`config.mk`:
```
export PLATFORM = sky130hd
export DESIGN_NAME = adc_config_register_bank
export DESIGN_NICKNAME = d
export VERILOG_FILES = /design/src/adc_cfg_pkg.sv /design/src/adc_config_register_bank.sv
export SDC_FILE = /design/constraint.sdc
export NUM_CORES = 1
export LEC_CHECK = 0
export ABC_AREA = 1
export BUFFER_PORTS_ARGS = -buffer_cell sky130_fd_sc_hd__buf_2
export CAP_MARGIN = 20
export CORE_MARGIN = 3
export CORE_UTILIZATION = 57
export DETAILED_ROUTE_END_ITERATION = 10
export HOLD_SLACK_MARGIN = 0.08
export PLACE_DENSITY = 0.84
export SYNTH_ARGS = -nofsm -noshare
export SYNTH_HDL_FRONTEND = slang
export SYNTH_SLANG_ARGS = --single-unit
```
`constraint.sdc`:
```
create_clock -name core_clk -period 3 [get_ports core_clk]
set_clock_uncertainty 0.05 [all_clocks]
set_input_delay 0.45 -clock core_clk [delete_from_list [all_inputs] [get_ports core_clk]]
set_output_delay 0.45 -clock core_clk [all_outputs]
set_load 0.03 [all_outputs]
```
`src/adc_cfg_pkg.sv`:
```
// Shared constants, types and tables of the configuration register bank
package adc_cfg_pkg;
   // Register offsets
   localparam logic [1:0] RATE_MODE_OFS   = 2'h1;
   localparam logic [1:0] REF_FILT_OFS    = 2'h2;
   localparam logic [1:0] ROUTE_RDY_OFS   = 2'h3;
   localparam logic [7:0] CFG_RESET       = 8'h00;
   // Field positions, rate/mode register
   localparam int RATE_MSB = 7;
   localparam int RATE_LSB = 5;
   localparam int MODE_MSB = 4;
   localparam int MODE_LSB = 3;
   localparam int CONT_BIT = 2;
   localparam int TEMP_BIT = 1;
   localparam int BURN_BIT = 0;
   // Field positions, reference/filter/excitation register
   localparam int REF_MSB  = 7;
   localparam int REF_LSB  = 6;
   localparam int LINE_MSB = 5;
   localparam int LINE_LSB = 4;
   localparam int SW_BIT   = 3;
   localparam int IDAC_MSB = 2;
   localparam int IDAC_LSB = 0;
   // Field positions, routing/ready register
   localparam int ROUTE1_MSB = 7;
   localparam int ROUTE1_LSB = 5;
   localparam int ROUTE2_MSB = 4;
   localparam int ROUTE2_LSB = 2;
   localparam int RDYM_BIT   = 1;
   localparam int RSVD_BIT   = 0;
   // Operating modes
   typedef enum logic [1:0] {
      MODE_NORMAL = 2'b00,
      MODE_DUTY   = 2'b01,
      MODE_TURBO  = 2'b10,
      MODE_RSVD   = 2'b11
   } op_mode_type;
   // Low-side switch states
   typedef enum logic [0:0] {
      SW_OPEN   = 1'b0,
      SW_CLOSED = 1'b1
   } sw_state_type;
   // Modulator clock in kHz
   localparam logic [9:0] MOD_CLK_NORMAL_KHZ = 10'h100;
   localparam logic [9:0] MOD_CLK_TURBO_KHZ  = 10'h200;
   // Reference clock at which the rate table holds, in kHz
   localparam int RATE_REF_CLK_KHZ = 4096;
   // Data rates in quarter samples per second, codes 000 to 110
   typedef logic [12:0] rate_tab_type [0:6];
   localparam rate_tab_type RATE_NORMAL_Q = '{13'h0050, 13'h00B4, 13'h0168,
      13'h02BC, 13'h0528, 13'h0960, 13'h0FA0};
   localparam rate_tab_type RATE_DUTY_Q = '{13'h0014, 13'h002D, 13'h005A,
      13'h00B0, 13'h014A, 13'h0258, 13'h03E8};
   localparam rate_tab_type RATE_TURBO_Q = '{13'h00A0, 13'h0168, 13'h02D0,
      13'h0578, 13'h0A50, 13'h12C0, 13'h1F40};
   localparam logic [2:0] RATE_RSVD_CODE = 3'h7;
   // Excitation current per code in microamps, zero for off or reserved
   typedef logic [10:0] idac_tab_type [0:7];
   localparam idac_tab_type IDAC_UA = '{11'h000, 11'h000, 11'h032, 11'h000,
      11'h0FA, 11'h1F4, 11'h3E8, 11'h5DC};
   localparam logic [2:0] IDAC_RSVD_A = 3'h1;
   localparam logic [2:0] IDAC_RSVD_B = 3'h3;
   localparam logic [2:0] ROUTE_RSVD  = 3'h7;
   // Register request from the command decoder
   typedef struct packed {
      logic       wr;
      logic       rd;
      logic [1:0] addr;
      logic [7:0] wdata;
   } reg_req_type;
endpackage

```
`src/adc_config_register_bank.sv`:
```
// Configuration register bank with decoded control outputs
//
// Function
// [RULE1] Rate field bits 7:5 chosen per mode
// [RULE2] Mode field: normal, duty-cycle, turbo, reserved
// [RULE3] Bit 2 selects single-shot or continuous
// [RULE4] Temperature mode ignores register 0, internal reference
// [RULE5] Bit 0 enables burn-out current sources
// [RULE6] Rate table per mode, code 111 reserved
// [RULE7] Rates hold at 4.096 MHz, scale otherwise
// [RULE8] Bits 7:6 pick reference source
// [RULE9] Bits 5:4 pick line rejection filter
// [RULE10] Host uses rejection only at slowest rates
// [RULE11] Low-side switch follows start and power-down
// [RULE12] Bits 2:0 set excitation current level
// [RULE13] Bits 7:5 route first current source
// [RULE14] Bits 4:2 route second current source
// [RULE15] Bit 1 adds ready on shared pin
// [RULE16] Three RW registers at 01h-03h, reset 00h
// [RULE17] Access only via read and write commands
// [RULE18] Write command end restarts the filter
// [RULE19] Retain in power-down, clear on reset
// [RULE20] Host writes no reserved codes or bits
// [RULE21] Reads return last write, no side effect
`timescale 1ns/10ps
module adc_config_register_bank (
   input  wire logic                      core_clk,
   input  wire logic                      nrst,
   input  wire adc_cfg_pkg::reg_req_type  reg_req,
   input  wire logic                      write_done,
   input  wire logic                      start_sync_cmd,
   input  wire logic                      power_down_command,
   input  wire logic                      data_ready_n,
   output logic [7:0]                     reg_rdata,
   output logic                           reg_rvalid,
   output logic [12:0]                    rate_quarter_sps,
   output logic [9:0]                     mod_clk_khz,
   output logic                           duty_cycle_en,
   output logic                           config_reserved,
   output logic                           continuous_conversion_select,
   output logic                           temperature_sensor_enable,
   output logic                           input_config_ignore,
   output logic                           burnout_source_enable,
   output logic [1:0]                     ref_select,
   output logic [1:0]                     line_reject_select,
   output logic                           low_side_switch_closed,
   output logic [10:0]                    excitation_current_level,
   output logic [5:0]                     first_current_route,
   output logic [5:0]                     second_current_route,
   output logic                           filter_restart,
   output logic                           dedicated_ready_pin_n,
   output logic                           shared_ready_n
);
   logic [7:0]                rate_mode_control_r;
   logic [7:0]                reference_filter_excitation_r;
   logic [7:0]                current_routing_ready_mode_r;
   adc_cfg_pkg::sw_state_type sw_state_r;
   adc_cfg_pkg::op_mode_type  mode;
   logic [2:0]                rate_code;
   logic [2:0]                idac_code;
   logic [2:0]                route_code [0:1];
   logic [5:0]                route_onehot [0:1];
   logic                      ready_on_data_pin;
   logic                      low_side_switch_mode;

   // Field extraction
   assign mode      = adc_cfg_pkg::op_mode_type'(
      rate_mode_control_r[adc_cfg_pkg::MODE_MSB:adc_cfg_pkg::MODE_LSB]);
   assign rate_code = rate_mode_control_r[adc_cfg_pkg::RATE_MSB:adc_cfg_pkg::RATE_LSB];
   assign idac_code =
      reference_filter_excitation_r[adc_cfg_pkg::IDAC_MSB:adc_cfg_pkg::IDAC_LSB];
   assign route_code[0] =
      current_routing_ready_mode_r[adc_cfg_pkg::ROUTE1_MSB:adc_cfg_pkg::ROUTE1_LSB];
   assign route_code[1] =
      current_routing_ready_mode_r[adc_cfg_pkg::ROUTE2_MSB:adc_cfg_pkg::ROUTE2_LSB];
   assign ready_on_data_pin    = current_routing_ready_mode_r[adc_cfg_pkg::RDYM_BIT];
   assign low_side_switch_mode = reference_filter_excitation_r[adc_cfg_pkg::SW_BIT];

   // Register writes; power-down touches nothing here, so values are kept
   always_ff @(posedge core_clk or negedge nrst) begin
      if (!nrst) begin
         rate_mode_control_r           <= adc_cfg_pkg::CFG_RESET; // [RULE16] [RULE19]
         reference_filter_excitation_r <= adc_cfg_pkg::CFG_RESET; // [RULE16] [RULE19]
         current_routing_ready_mode_r  <= adc_cfg_pkg::CFG_RESET; // [RULE16] [RULE19]
      end else if (reg_req.wr) begin
         // Reserved bits are stored as written so readback is exact
         case (reg_req.addr)
            adc_cfg_pkg::RATE_MODE_OFS: begin
               rate_mode_control_r <= reg_req.wdata; // [RULE16] [RULE17]
            end
            adc_cfg_pkg::REF_FILT_OFS: begin
               reference_filter_excitation_r <= reg_req.wdata; // [RULE16] [RULE17]
            end
            adc_cfg_pkg::ROUTE_RDY_OFS: begin
               current_routing_ready_mode_r <= reg_req.wdata; // [RULE16] [RULE17]
            end
            default: begin
            end
         endcase
      end
   end

   // Readback; offset 0 belongs to another bank and reads zero here
   always_ff @(posedge core_clk or negedge nrst) begin
      if (!nrst) begin
         reg_rdata  <= 8'h00;
         reg_rvalid <= 1'b0;
      end else begin
         reg_rvalid <= reg_req.rd; // [RULE17]
         if (reg_req.rd) begin
            case (reg_req.addr)
               adc_cfg_pkg::RATE_MODE_OFS: reg_rdata <= rate_mode_control_r; // [RULE21]
               adc_cfg_pkg::REF_FILT_OFS:  reg_rdata <= reference_filter_excitation_r;
               adc_cfg_pkg::ROUTE_RDY_OFS: reg_rdata <= current_routing_ready_mode_r;
               default:                    reg_rdata <= 8'h00;
            endcase
         end
      end
   end

   // Rate and modulator decode; rates are nominal at the reference clock
   // and scale with the external clock outside this bank
   always_ff @(posedge core_clk or negedge nrst) begin
      if (!nrst) begin
         rate_quarter_sps <= 13'h0000;
         mod_clk_khz      <= 10'h000;
         duty_cycle_en    <= 1'b0;
      end else begin
         duty_cycle_en <= (mode == adc_cfg_pkg::MODE_DUTY); // [RULE2]
         case (mode)
            adc_cfg_pkg::MODE_TURBO: mod_clk_khz <= adc_cfg_pkg::MOD_CLK_TURBO_KHZ; // [RULE2]
            adc_cfg_pkg::MODE_RSVD:  mod_clk_khz <= 10'h000;
            default:                 mod_clk_khz <= adc_cfg_pkg::MOD_CLK_NORMAL_KHZ;
         endcase
         if (rate_code == adc_cfg_pkg::RATE_RSVD_CODE) begin
            rate_quarter_sps <= 13'h0000; // [RULE6]
         end else begin
            case (mode) // [RULE1] [RULE7]
               adc_cfg_pkg::MODE_NORMAL:
                  rate_quarter_sps <= adc_cfg_pkg::RATE_NORMAL_Q[rate_code]; // [RULE6]
               adc_cfg_pkg::MODE_DUTY:
                  rate_quarter_sps <= adc_cfg_pkg::RATE_DUTY_Q[rate_code];
               adc_cfg_pkg::MODE_TURBO:
                  rate_quarter_sps <= adc_cfg_pkg::RATE_TURBO_Q[rate_code];
               default:
                  rate_quarter_sps <= 13'h0000;
            endcase
         end
      end
   end

   // Flag for any reserved code, so the datapath can hold off
   always_ff @(posedge core_clk or negedge nrst) begin
      if (!nrst) begin
         config_reserved <= 1'b0;
      end else begin
         config_reserved <= (mode == adc_cfg_pkg::MODE_RSVD)
            || (rate_code == adc_cfg_pkg::RATE_RSVD_CODE)
            || (idac_code == adc_cfg_pkg::IDAC_RSVD_A)
            || (idac_code == adc_cfg_pkg::IDAC_RSVD_B)
            || (route_code[0] == adc_cfg_pkg::ROUTE_RSVD)
            || (route_code[1] == adc_cfg_pkg::ROUTE_RSVD)
            || current_routing_ready_mode_r[adc_cfg_pkg::RSVD_BIT]; // [RULE20]
      end
   end

   // Conversion, sensor and reference controls
   always_ff @(posedge core_clk or negedge nrst) begin
      if (!nrst) begin
         continuous_conversion_select <= 1'b0;
         temperature_sensor_enable    <= 1'b0;
         input_config_ignore          <= 1'b0;
         burnout_source_enable        <= 1'b0;
         ref_select                   <= 2'h0;
         line_reject_select           <= 2'h0;
         excitation_current_level     <= 11'h000;
      end else begin
         continuous_conversion_select <= rate_mode_control_r[adc_cfg_pkg::CONT_BIT]; // [RULE3]
         temperature_sensor_enable    <= rate_mode_control_r[adc_cfg_pkg::TEMP_BIT]; // [RULE4]
         input_config_ignore          <= rate_mode_control_r[adc_cfg_pkg::TEMP_BIT]; // [RULE4]
         burnout_source_enable        <= rate_mode_control_r[adc_cfg_pkg::BURN_BIT]; // [RULE5]
         // Temperature mode forces the internal reference (code 00)
         if (rate_mode_control_r[adc_cfg_pkg::TEMP_BIT]) begin
            ref_select <= 2'h0; // [RULE4]
         end else begin
            ref_select <= reference_filter_excitation_r[adc_cfg_pkg::REF_MSB:adc_cfg_pkg::REF_LSB];
         end // [RULE8]
         // Passed as written; pairing it with a legal rate is the host's job
         line_reject_select <=
            reference_filter_excitation_r[adc_cfg_pkg::LINE_MSB:adc_cfg_pkg::LINE_LSB]; // [RULE9]
         excitation_current_level <= adc_cfg_pkg::IDAC_UA[idac_code]; // [RULE12]
      end
   end

   // Current routing for both sources, one-hot over six destinations
   generate
      for (genvar s = 0; s < 2; s++) begin : g_route
         always_comb begin
            route_onehot[s] = 6'h00;
            if (route_code[s] != 3'h0 && route_code[s] != adc_cfg_pkg::ROUTE_RSVD) begin
               route_onehot[s][route_code[s] - 3'h1] = 1'b1; // [RULE13] [RULE14]
            end
         end
      end
   endgenerate

   always_ff @(posedge core_clk or negedge nrst) begin
      if (!nrst) begin
         first_current_route  <= 6'h00;
         second_current_route <= 6'h00;
      end else begin
         first_current_route  <= route_onehot[0]; // [RULE13]
         second_current_route <= route_onehot[1]; // [RULE14]
      end
   end

   // Low-side switch; power-down wins if both commands arrive together
   always_ff @(posedge core_clk or negedge nrst) begin
      if (!nrst) begin
         sw_state_r <= adc_cfg_pkg::SW_OPEN;
      end else begin
         case (sw_state_r)
            adc_cfg_pkg::SW_OPEN: begin
               if (low_side_switch_mode && start_sync_cmd && !power_down_command) begin
                  sw_state_r <= adc_cfg_pkg::SW_CLOSED; // [RULE11]
               end
            end
            adc_cfg_pkg::SW_CLOSED: begin
               if (!low_side_switch_mode || power_down_command) begin
                  sw_state_r <= adc_cfg_pkg::SW_OPEN; // [RULE11]
               end
            end
            default: sw_state_r <= adc_cfg_pkg::SW_OPEN;
         endcase
      end
   end
   assign low_side_switch_closed = (sw_state_r == adc_cfg_pkg::SW_CLOSED);

   // Filter restart once the whole write command has been taken
   always_ff @(posedge core_clk or negedge nrst) begin
      if (!nrst) begin
         filter_restart <= 1'b0;
      end else begin
         filter_restart <= write_done; // [RULE18]
      end
   end

   // Ready pins; the shared pin only joins in when enabled
   always_ff @(posedge core_clk or negedge nrst) begin
      if (!nrst) begin
         dedicated_ready_pin_n <= 1'b1;
         shared_ready_n        <= 1'b1;
      end else begin
         dedicated_ready_pin_n <= data_ready_n;                       // [RULE15]
         shared_ready_n        <= data_ready_n | !ready_on_data_pin;  // [RULE15]
      end
   end
endmodule

```
==> run_results.csv, run 1 <==
group,metric,value,unit
worst_setup_path,end_kind,"primary output",
floorplanning,fp.dieW,84.79,um
worst_setup_path,r2r-end,"rate_quarter_sps[8]",
power,power_leakage,2.343,nW
clock_network,post-cts-setup-buffers,0,
routing,avgRoutedWirePerCell,13.27,um
logic_synthesis,postSynthAreaPerCell,9.361,um2
floorplanning,die_area,0.007189,mm2
global_route,grt.overflow.total,0,
hold_path,min_from,"data_ready_n",
clock_network,numClockSinks,82,
final_layout,num-nets-final,487,
outcome,status,"finished clean",
logic_synthesis,syn_area,0.003538,mm2
sta,final-max-slew-violation-count,0,
hold_path,worst_hold_path.num_cells,1,
worst_setup_path,crit_chain,"buf_2",
logic_synthesis,yosysSeqAreaShare,0.5806,
sta,setup_tns,0,ns
routing,drtIter0Drc,92,
sta,hold_ws,0.1590,ns
logic_synthesis,ys_async_sr_fraction,1.000,
clock_network,cts_tree,"done",
hold_path,hold_class,"input port to register",
sta,fin_crit,1.552,ns
clock_network,numCtsBuffers,9,
worst_setup_path,r2r_start,"rate_mode_control_r[6]",
logic_synthesis,yosysTopAreaCell,"dfrtp_1",
power,cellPowerDensity,742.4,mW/mm2
logic_synthesis,synth-seq-cells,82,
worst_setup_path,cp.arrival,1.05,ns
worst_setup_path,crit_family,"flip-flops",
floorplanning,io_pins,87,
global_route,grt_antenna_before_repair,0,
global_route,grt_usage,0.2123,
worst_setup_path,critPathKind,"register to primary output",
power,irDropWorstVdd,0.5087,mV
floorplanning,fp-row-count,28,
placement,numPortBuffers,77,
worst_setup_path,path_max_fanout,1,
global_route,grt_max_degree,83,
worst_setup_path,crit_slowest_cell,"dfstp_2",
floorplanning,die_y,84.79,um
routing,wirelength,7140,um
sta,relSlewSlack,0.3554,
sta,fmax,644.5,MHz
clock_network,clock-root-buffer,"clkbuf_8",
clock_network,cts_resized,0,
worst_setup_path,path_buf_inv,1,
logic_synthesis,yosysUniqueCellTypes,29,
worst_setup_path,r2r_setup_slack,1.47,ns
global_route,first_global_vias,2529,
clock_network,cts_hold_buf,0,
hold_path,holdPathEnd,"dedicated_ready_pin_n",
final_layout,drive_above_1_share,0.2786,
flow_run,max-cap-violations,0,
worst_setup_path,reg2reg_depth,7,
final_layout,syn_to_final_growth,16.41,%
routing,drt_pass1_iterations,4,
clock_network,clock_latency,0.34,ns
sta,setup_viol_count_final,0,
routing,viasPerCell,4.922,
floorplanning,core_area,0.005956,mm2
clock_network,clk_pin_slew,0.08,ns
final_layout,fillCellCount,484,
clock_network,htreeDepth,3,
routing,drc_errors,0,
worst_setup_path,critPathRequiredTime,2.50,ns
sta,rsz0062_at_grt,"no",
sta,tightest_slew,0.9669,ns
sta,post-route-period-util,0.5172,
placement,dp_hpwl,5210,um
worst_setup_path,slowest_delay,0.52,ns
sta,timing.final.ws_setup,1.448,ns
sta,hold_viol_final,0,
routing,drtAntennaViolNets,0,
logic_synthesis,synth_warnings,0,
logic_synthesis,netlist_top_cells_area,"dfrtp_1 (57%), nand2_1 (13%), inv_1 (4.0%), o21ai_2 (4.0%), ha_1 (3.9%)",
logic_synthesis,synth_flop_cell,"dfrtp_1",
worst_setup_path,start_kind,"register",
final_layout,antenna_cells,0,
floorplanning,initial_utilization,0.5941,
global_route,grt_pass1_wl,11920,um
placement,pre_cts_ws,1.376,ns
routing,num_vias,2648,
clock_network,cts_buffer_depth,2,
logic_synthesis,syn_inst,378,
logic_synthesis,synth_edf_count,0,
logic_synthesis,synth_top_area_frac,0.5658,
placement,gp_congestion,0.9975,
layout by cell type, fill, tap and decap left out, types with 3 or more instances in the layout:
cell,count
nand3_1,14
ha_1,11
inv_2,5
nor2_1,32
clkbuf_8,11
o21ai_1,10
o21ai_2,16
conb_1,9
inv_1,38
buf_2,76
dfrtp_1,80
nor2_2,3
nand2_1,118
nand2_2,4
a21oi_1,9
o21ai_0,4
synth_stat cells (2+ instances only):
master,count
nand2_2,4
nor3_1,2
xnor2_1,2
or2_2,2
inv_1,38
o21ai_0,4
nor2_2,3
nand2_1,118
nor2_1,32
dfrtp_1,80
buf_6,2
ha_1,11
nand2_4,2
nand3_1,14
buf_2,2
buf_4,11
o21ai_1,10
inv_2,5
o21a_1,2
dfstp_2,2
o21ai_2,16
a21oi_1,9
layer usage:
layer	up-vias	share of wire	global-route usage
met5	-	0	0
met4	0	0.022	0.08921
met3	13	0.054	0.05692
met2	67	0.50	0.3509
met1	1261	0.43	0.2646
li1	1307	-	-
cell type report:
type	instances	area, um2	area share
Tap cell	75	93.84	0.02278
Timing Repair Buffer	77	387.9	0.09417
Clock buffer	11	151.4	0.03676
Multi-Input combinational cell	245	1234	0.2995
Sequential cell	82	2054	0.4988
Inverter	43	161.4	0.03919
Clock inverter	5	36.28	0.008809
flip-flops by register name, indices dropped and copies added (netlist names):
name / flops
excitation_current_level: 9
line_reject_select: 2
burnout_source_enable: 1
reference_filter_excitation_r: 8
dedicated_ready_pin_n: 1
input_config_ignore: 1
rate_mode_control_r: 8
first_current_route: 6
reg_rdata: 8
rate_quarter_sps: 13
second_current_route: 6
mod_clk_khz: 2
config_reserved: 1
low_side_switch_closed: 1
shared_ready_n: 1
continuous_conversion_select: 1
filter_restart: 1
duty_cycle_en: 1
reg_rvalid: 1
current_routing_ready_mode_r: 8
ref_select: 2
cell families (layout without fill, tap and decap cells):
logic type               after synthesis  after routing  synth area share
adder cells (fa/ha/maj)               11             11           0.03890
AND/OR/NAND/NOR                      180            180            0.2146
other                                  1              9          0.001060
AO/OA/AOI/OAI                         42             42           0.07815
flip-flops                            82             82            0.5806
XOR/XNOR                               3              3          0.007427
buffers and inverters                 59            136           0.07921
through the flow:
stage	total power, W	instances	instance area [um2]	util
floorplan	0.002085	386	3568	-
CTS	0.003093	538	4119	0.6916
finish	0.003058	538	4119	0.6916
global route	0.003247	538	4119	0.6916
global placement	0.002329	522	3931	0.6601
detailed placement	0.002351	522	3931	0.6601
power by group:
| part | internal (W) | switching, W | leakage (nW) | total (W) |
|---|---|---|---|---|
| sequential | 0.00129 | 0.000112 | 1.05 | 0.00140 |
| clock | 0.000349 | 0.000387 | 0.0997 | 0.000736 |
| combinational | 0.000260 | 0.000660 | 1.20 | 0.000921 |
| total | 0.00190 | 0.00116 | 2.34 | 0.00306 |
how the worst max path moves through the flow:
| stage | start | to | slack, ns | cells after the start |
|---|---|---|---|---|
| floorplan | rate_mode_control_r[5] | rate_quarter_sps[3] | 1.73 | 6 |
| global placement | reg_req[9] | reference_filter_excitation_r[3] | 1.41 | 6 |
| detailed placement | reg_req[9] | reference_filter_excitation_r[2] | 1.38 | 6 |
| CTS | shared_ready_n | shared_ready_n | 1.43 | 1 |
| global route | rate_mode_control_r[6] | rate_quarter_sps[8] | 1.30 | 7 |
| finish | shared_ready_n | shared_ready_n | 1.45 | 1 |
(Power assumes the default switching activity.)
==> run 2, diff against run 1 <==
--- a/config.mk
+++ b/config.mk
@@ -9,10 +9,10 @@
 export BUFFER_PORTS_ARGS = -buffer_cell sky130_fd_sc_hd__buf_2
 export CAP_MARGIN = 20
 export CORE_MARGIN = 3
-export CORE_UTILIZATION = 57
+export CORE_UTILIZATION = 53
 export DETAILED_ROUTE_END_ITERATION = 10
 export HOLD_SLACK_MARGIN = 0.08
-export PLACE_DENSITY = 0.84
+export PLACE_DENSITY = 0.79
 export SYNTH_ARGS = -nofsm -noshare
 export SYNTH_HDL_FRONTEND = slang
 export SYNTH_SLANG_ARGS = --single-unit
==> constraint.sdc (replaced) <==
create_clock -name core_clk -period 1.6 [get_ports core_clk]
set_clock_uncertainty 0.05 [all_clocks]
set_input_delay 0.24 -clock core_clk [delete_from_list [all_inputs] [get_ports core_clk]]
set_output_delay 0.24 -clock core_clk [all_outputs]
set_load 0.03 [all_outputs]
==> run 2 against run 1 <==
Largest cell class unchanged. Critical path type is now register to register. Clock-buffer cell count is 1 higher. Non-clock buffer count is 10 higher. Die area increased by 7.0%. Register-to-register slack got worse by 1.3 ns. Combinational power up 91%. Highest routed layer unchanged.
==> run_results.csv, run 2 (same netlist as run 1, synthesis figures left out) <==
group,metric,value,unit
routing,drt_pass1_iterations,4,
flow_run,max-cap-violations,0,
sta,hold_ws,0.1063,ns
worst_setup_path,crit_top_cell,"nor2_1",
floorplanning,die_y,87.71,um
hold_path,hold_class,"input port to register",
final_layout,reg_top3,"rate_quarter_sps x13, excitation_current_level x9",
sta,setup_tns,0,ns
floorplanning,initial_utilization,0.5509,
final_layout,seqCellArea,0.002056,mm2
clock_network,clock-root-buffer,"clkbuf_8",
final_layout,largest_reg_flops,13,
sta,relSlewSlack,0.6359,
worst_setup_path,crit_chain,"inv_1 -> ha_1 -> inv_1 -> nand2_1 -> nand2_1 -> nor2_1 -> nor2_1 -> nor2_1",
global_route,grt_antenna_before_repair,0,
final_layout,syn_to_final_growth,19.80,%
routing,num_vias,2737,
worst_setup_path,r2r_start,"rate_mode_control_r[6]",
clock_network,clock_latency,0.35,ns
clock_network,clk_pin_slew,0.08,ns
placement,pre_cts_ws,0.1593,ns
worst_setup_path,slowest_delay,0.48,ns
routing,wirelength,7495,um
sta,fmax,705.6,MHz
worst_setup_path,crit_family,"flip-flops",
sta,post-route-period-util,0.8858,
clock_network,numCtsBuffers,9,
sta,timing.final.ws_setup,0.1827,ns
final_layout,layout_common_cells,"nand2_1 (118), dfrtp_1 (79), buf_2 (76), inv_1 (38), nor2_1 (32)",
sta,final-max-slew-violation-count,0,
worst_setup_path,r2r_setup_slack,0.18,ns
final_layout,final_common_cell,"nand2_1",
clock_network,post-cts-setup-buffers,0,
worst_setup_path,cp.arrival,1.60,ns
global_route,first_global_vias,2679,
sta,rsz0062_at_grt,"no",
worst_setup_path,crit_slowest_cell,"dfrtp_1",
sta,tightest_slew,0.5448,ns
worst_setup_path,critPathRequiredTime,1.78,ns
clock_network,numClockSinks,82,
global_route,grt_usage,0.2121,
worst_setup_path,startpoint,"rate_mode_control_r[6]",
hold_path,min_from,"start_sync_cmd",
global_route,grt_pass1_wl,12510,um
final_layout,antenna_cells,0,
global_route,grt.overflow.total,0,
power,cellPowerDensity,1398,mW/mm2
power,power_leakage,2.399,nW
worst_setup_path,end_kind,"register",
routing,drtAntennaViolNets,0,
sta,fin_crit,1.417,ns
worst_setup_path,start_kind,"register",
power,p_total,0.005925,W
floorplanning,fp.dieW,87.71,um
final_layout,multi_input_comb_area,0.001234,mm2
routing,avgRoutedWirePerCell,13.63,um
routing,viasPerCell,4.976,
placement,numPortBuffers,77,
worst_setup_path,path_max_fanout,7,
outcome,status,"finished clean",
routing,drc_errors,0,
worst_setup_path,path_buf_inv,2,
floorplanning,core_area,0.006422,mm2
final_layout,top_register,"rate_quarter_sps",
placement,gp_congestion,0.9633,
floorplanning,io_pins,87,
sta,setup_viol_count_final,0,
clock_network,cts_buffer_depth,2,
global_route,grt_max_degree,34,
final_layout,num-nets-final,497,
clock_network,cts_tree,"done",
sta,hold_viol_final,0,
floorplanning,fp-row-count,29,
final_layout,drive_above_1_share,0.2833,
power,irDropWorstVdd,0.6717,mV
routing,drtIter0Drc,149,
clock_network,htreeDepth,3,
placement,dp_hpwl,5620,um
floorplanning,die_area,0.007693,mm2
final_layout,fillCellCount,538,
worst_setup_path,critPathKind,"register to register",
run 2: cell count changes in the layout (fill, tap and decap cells not counted), sizes merged:
cell / change
clkinv: -2
clkbuf: +1
dlygate4sd3: +5
bufinv: +1
buf: +5
run 2: tightest hold or removal path, cell delays in order:
cell     delay, ns
buf_2         0.07
o21ai_0       0.07
nor2_1        0.08
run 2: timing repair:
item,in CTS,in global routing
resized for setup,0,1
endpoints found under the setup margin,0,2
hold buffers,5,0
hold endpoints to repair,32,0
run 2: cell type report:
| type | instances | area share |
|---|---|---|
| Clock buffer | 12 | 0.03660 |
| Timing Repair Buffer | 87 | 0.1151 |
| Clock inverter | 4 | 0.01151 |
| Sequential cell | 82 | 0.4849 |
| Multi-Input combinational cell | 245 | 0.2910 |
| Tap cell | 77 | 0.02273 |
| Inverter | 43 | 0.03808 |
run 2: power breakdown:
part / internal, W / switching (W)
clock: 0.000808 / 0.000729
sequential: 0.00242 / 0.000206
combinational: 0.000512 / 0.00125
total: 0.00374 / 0.00219
run 2: path summary, 6_finish.rpt:
kind,to,cells after the start
setup reg to reg,rate_quarter_sps[6],8
hold reg to reg,burnout_source_enable,0
setup / recovery,rate_quarter_sps[6],8
min in group asynchronous,second_current_route[1],2
max in group asynchronous,rate_mode_control_r[5],3
hold / removal,low_side_switch_closed,3
run 2: routing by layer:
metal  GRT usage  wire length (um)  vias up
li1            -                 -     1332
met1      0.2612              3143     1301
met2      0.3616              3891       89
met3     0.04045               286       15
met4     0.09623               174        0
met5           0                 0        -
run 2: per-stage QoR:
step / utilization / cell area [um2] / instances
3_5_place_dp: 0.6203 / 3984 / 529
2_1_floorplan: - / 3568 / 386
5_1_grt: 0.6600 / 4239 / 550
3_3_place_gp: 0.6203 / 3984 / 529
6_report: 0.6600 / 4239 / 550
4_1_cts: 0.6598 / 4238 / 550
==> run 3, diff against run 2 <==
--- a/config.mk
+++ b/config.mk
@@ -12,7 +12,7 @@
 export CORE_UTILIZATION = 53
 export DETAILED_ROUTE_END_ITERATION = 10
 export HOLD_SLACK_MARGIN = 0.08
-export PLACE_DENSITY = 0.79
+export PLACE_DENSITY_LB_ADDON = 0.05
 export SYNTH_ARGS = -nofsm -noshare
 export SYNTH_HDL_FRONTEND = slang
 export SYNTH_SLANG_ARGS = --single-unit
==> run 3 against run 2 <==
Register-to-register slack is essentially flat. First-iteration DRC count grew 17%. Via count decreased by 1.9%. Combinational power is essentially flat. Worst hold slack improved by 0.0038 ns. Critical path depth shrank 1. Clock-buffer cell count shrank 1. Flip-flop and latch count did not move. Die area unchanged. Cell count increased by 0.36%. Largest cell class unchanged. Highest routed layer unchanged.
==> run_results.csv, run 3 (same netlist as run 1, synthesis figures left out) <==
group,metric,value,unit
sta,hold_viol_final,0,
sta,fin_crit,1.432,ns
routing,viasPerCell,4.866,
floorplanning,fp-row-count,29,
clock_network,numCtsBuffers,9,
worst_setup_path,r2r_start,"rate_mode_control_r[6]",
sta,final-max-slew-violation-count,0,
floorplanning,initial_utilization,0.5509,
routing,drtIter0Drc,174,
flow_run,max-cap-violations,0,
clock_network,clock_latency,0.34,ns
final_layout,reg_top3,"rate_quarter_sps x13, excitation_current_level x9",
floorplanning,io_pins,87,
worst_setup_path,path_max_fanout,7,
worst_setup_path,start_kind,"register",
hold_path,min_from,"start_sync_cmd",
floorplanning,fp.dieW,87.71,um
final_layout,largest_reg_flops,13,
sta,rsz0062_at_grt,"no",
global_route,grt_max_degree,39,
final_layout,top_register,"rate_quarter_sps",
placement,gp_congestion,0.9634,
final_layout,syn_to_final_growth,20.44,%
routing,num_vias,2686,
final_layout,num-nets-final,499,
hold_path,worst_hold_path.num_cells,3,
floorplanning,core_area,0.006422,mm2
routing,drt_pass1_iterations,4,
worst_setup_path,cp.arrival,1.62,ns
worst_setup_path,critPathKind,"register to register",
global_route,first_global_vias,2606,
routing,avgRoutedWirePerCell,12.91,um
power,cellPowerDensity,1392,mW/mm2
final_layout,final_area,0.004262,mm2
clock_network,cts_tree,"done",
sta,setup_tns,0,ns
final_layout,drive_above_1_share,0.2863,
worst_setup_path,slowest_delay,0.47,ns
placement,numPortBuffers,77,
worst_setup_path,startpoint,"rate_mode_control_r[6]",
worst_setup_path,crit_chain,"inv_1 -> ha_1 -> inv_1 -> o21ai_0 -> nand2_1 -> nor2_1 -> nor2_1",
sta,fmax,698.6,MHz
placement,post-place-cells,531,
worst_setup_path,reg2reg_depth,7,
worst_setup_path,end_kind,"register",
clock_network,clock-root-buffer,"clkbuf_8",
global_route,grt_usage,0.2047,
final_layout,final_common_cell,"nand2_1",
hold_path,hold_class,"input port to register",
clock_network,clk_pin_slew,0.08,ns
power,power_leakage,2.400,nW
placement,dp_hpwl,5147,um
placement,place_area,0.003999,mm2
worst_setup_path,path_buf_inv,2,
worst_setup_path,crit_slowest_cell,"dfrtp_1",
clock_network,htreeDepth,3,
power,irDropWorstVdd,0.7835,mV
global_route,grt.overflow.total,0,
outcome,status,"finished clean",
final_layout,layout_common_cells,"nand2_1 (118), dfrtp_1 (80), buf_2 (76), inv_1 (38), nor2_1 (32)",
clock_network,numClockSinks,82,
worst_setup_path,crit_family,"flip-flops",
worst_setup_path,crit_cells,7,
sta,setup_viol_count_final,0,
routing,drc_errors,0,
global_route,grt_pass1_wl,12190,um
floorplanning,die_area,0.007693,mm2
floorplanning,die_y,87.71,um
routing,drtAntennaViolNets,0,
clock_network,cts_resized,0,
sta,post-route-period-util,0.8947,
clock_network,cts_buffer_depth,2,
final_layout,final_cells,552,
final_layout,antenna_cells,0,
worst_setup_path,critPathRequiredTime,1.79,ns
global_route,grt_antenna_before_repair,0,
routing,wirelength,7127,um
-- run 3: power by group --
group	internal [W]	switching (W)	total, W
registers	0.00242	0.000200	0.00262
logic	0.000515	0.00123	0.00175
clock network	0.000812	0.000751	0.00156
total	0.00374	0.00219	0.00593
-- run 3: area by class of cell --
class / count / area, um2
flip-flops and latches: 82 / 2054
multi-input cells: 245 / 1234
inverters: 43 / 161.4
repair buffers: 89 / 503.0
well taps: 77 / 96.34
clock buffers: 11 / 151.4
clock inverters: 5 / 61.31
fillers: 557 / 2161
-- run 3: worst reg2reg max path: stages (launching register included) --
cell,delay (ns)
dfrtp_1,0.47
inv_1,0.18
ha_1,0.21
inv_1,0.08
o21ai_0,0.15
nand2_1,0.06
nor2_1,0.09
nor2_1,0.04
-- run 3: final timing paths --
check                                               to  slack, ns
worst max-delay path               rate_quarter_sps[6]       0.17
worst min-delay path            low_side_switch_closed       0.11
worst max register to register     rate_quarter_sps[6]       0.17
worst min register to register   line_reject_select[0]       0.37
max in group asynchronous          rate_quarter_sps[3]       0.65
min in group asynchronous               filter_restart       0.29
-- run 3: per-layer routing --
layer | GRT usage | vias up | share of wire
li1 | - | 1332 | -
met1 | 0.2672 | 1257 | 0.44
met2 | 0.3384 | 85 | 0.50
met3 | 0.04516 | 12 | 0.045
met4 | 0.07113 | 0 | 0.018
met5 | 0 | - | 0
-- run 3: per-stage QoR --
step | worst slack (ns) | power, W | util | hold slack [ns]
finish | 0.1685 | 0.005930 | 0.6636 | 0.1101
global route | 0.01446 | 0.006290 | 0.6636 | 0.1301
CTS | 0.1704 | 0.005988 | 0.6636 | 0.09934
detailed placement | 0.1902 | 0.004408 | 0.6226 | 0.1163
global placement | 0.2454 | 0.004381 | 0.6226 | 0.1124
floorplan | 0.3316 | 0.003910 | - | -0.1056
-- run 3: timing repair --
action                    4_1_cts  5_1_grt
hold endpoints to repair       55        0
hold buffers                    5        0
buffers inserted                0        0
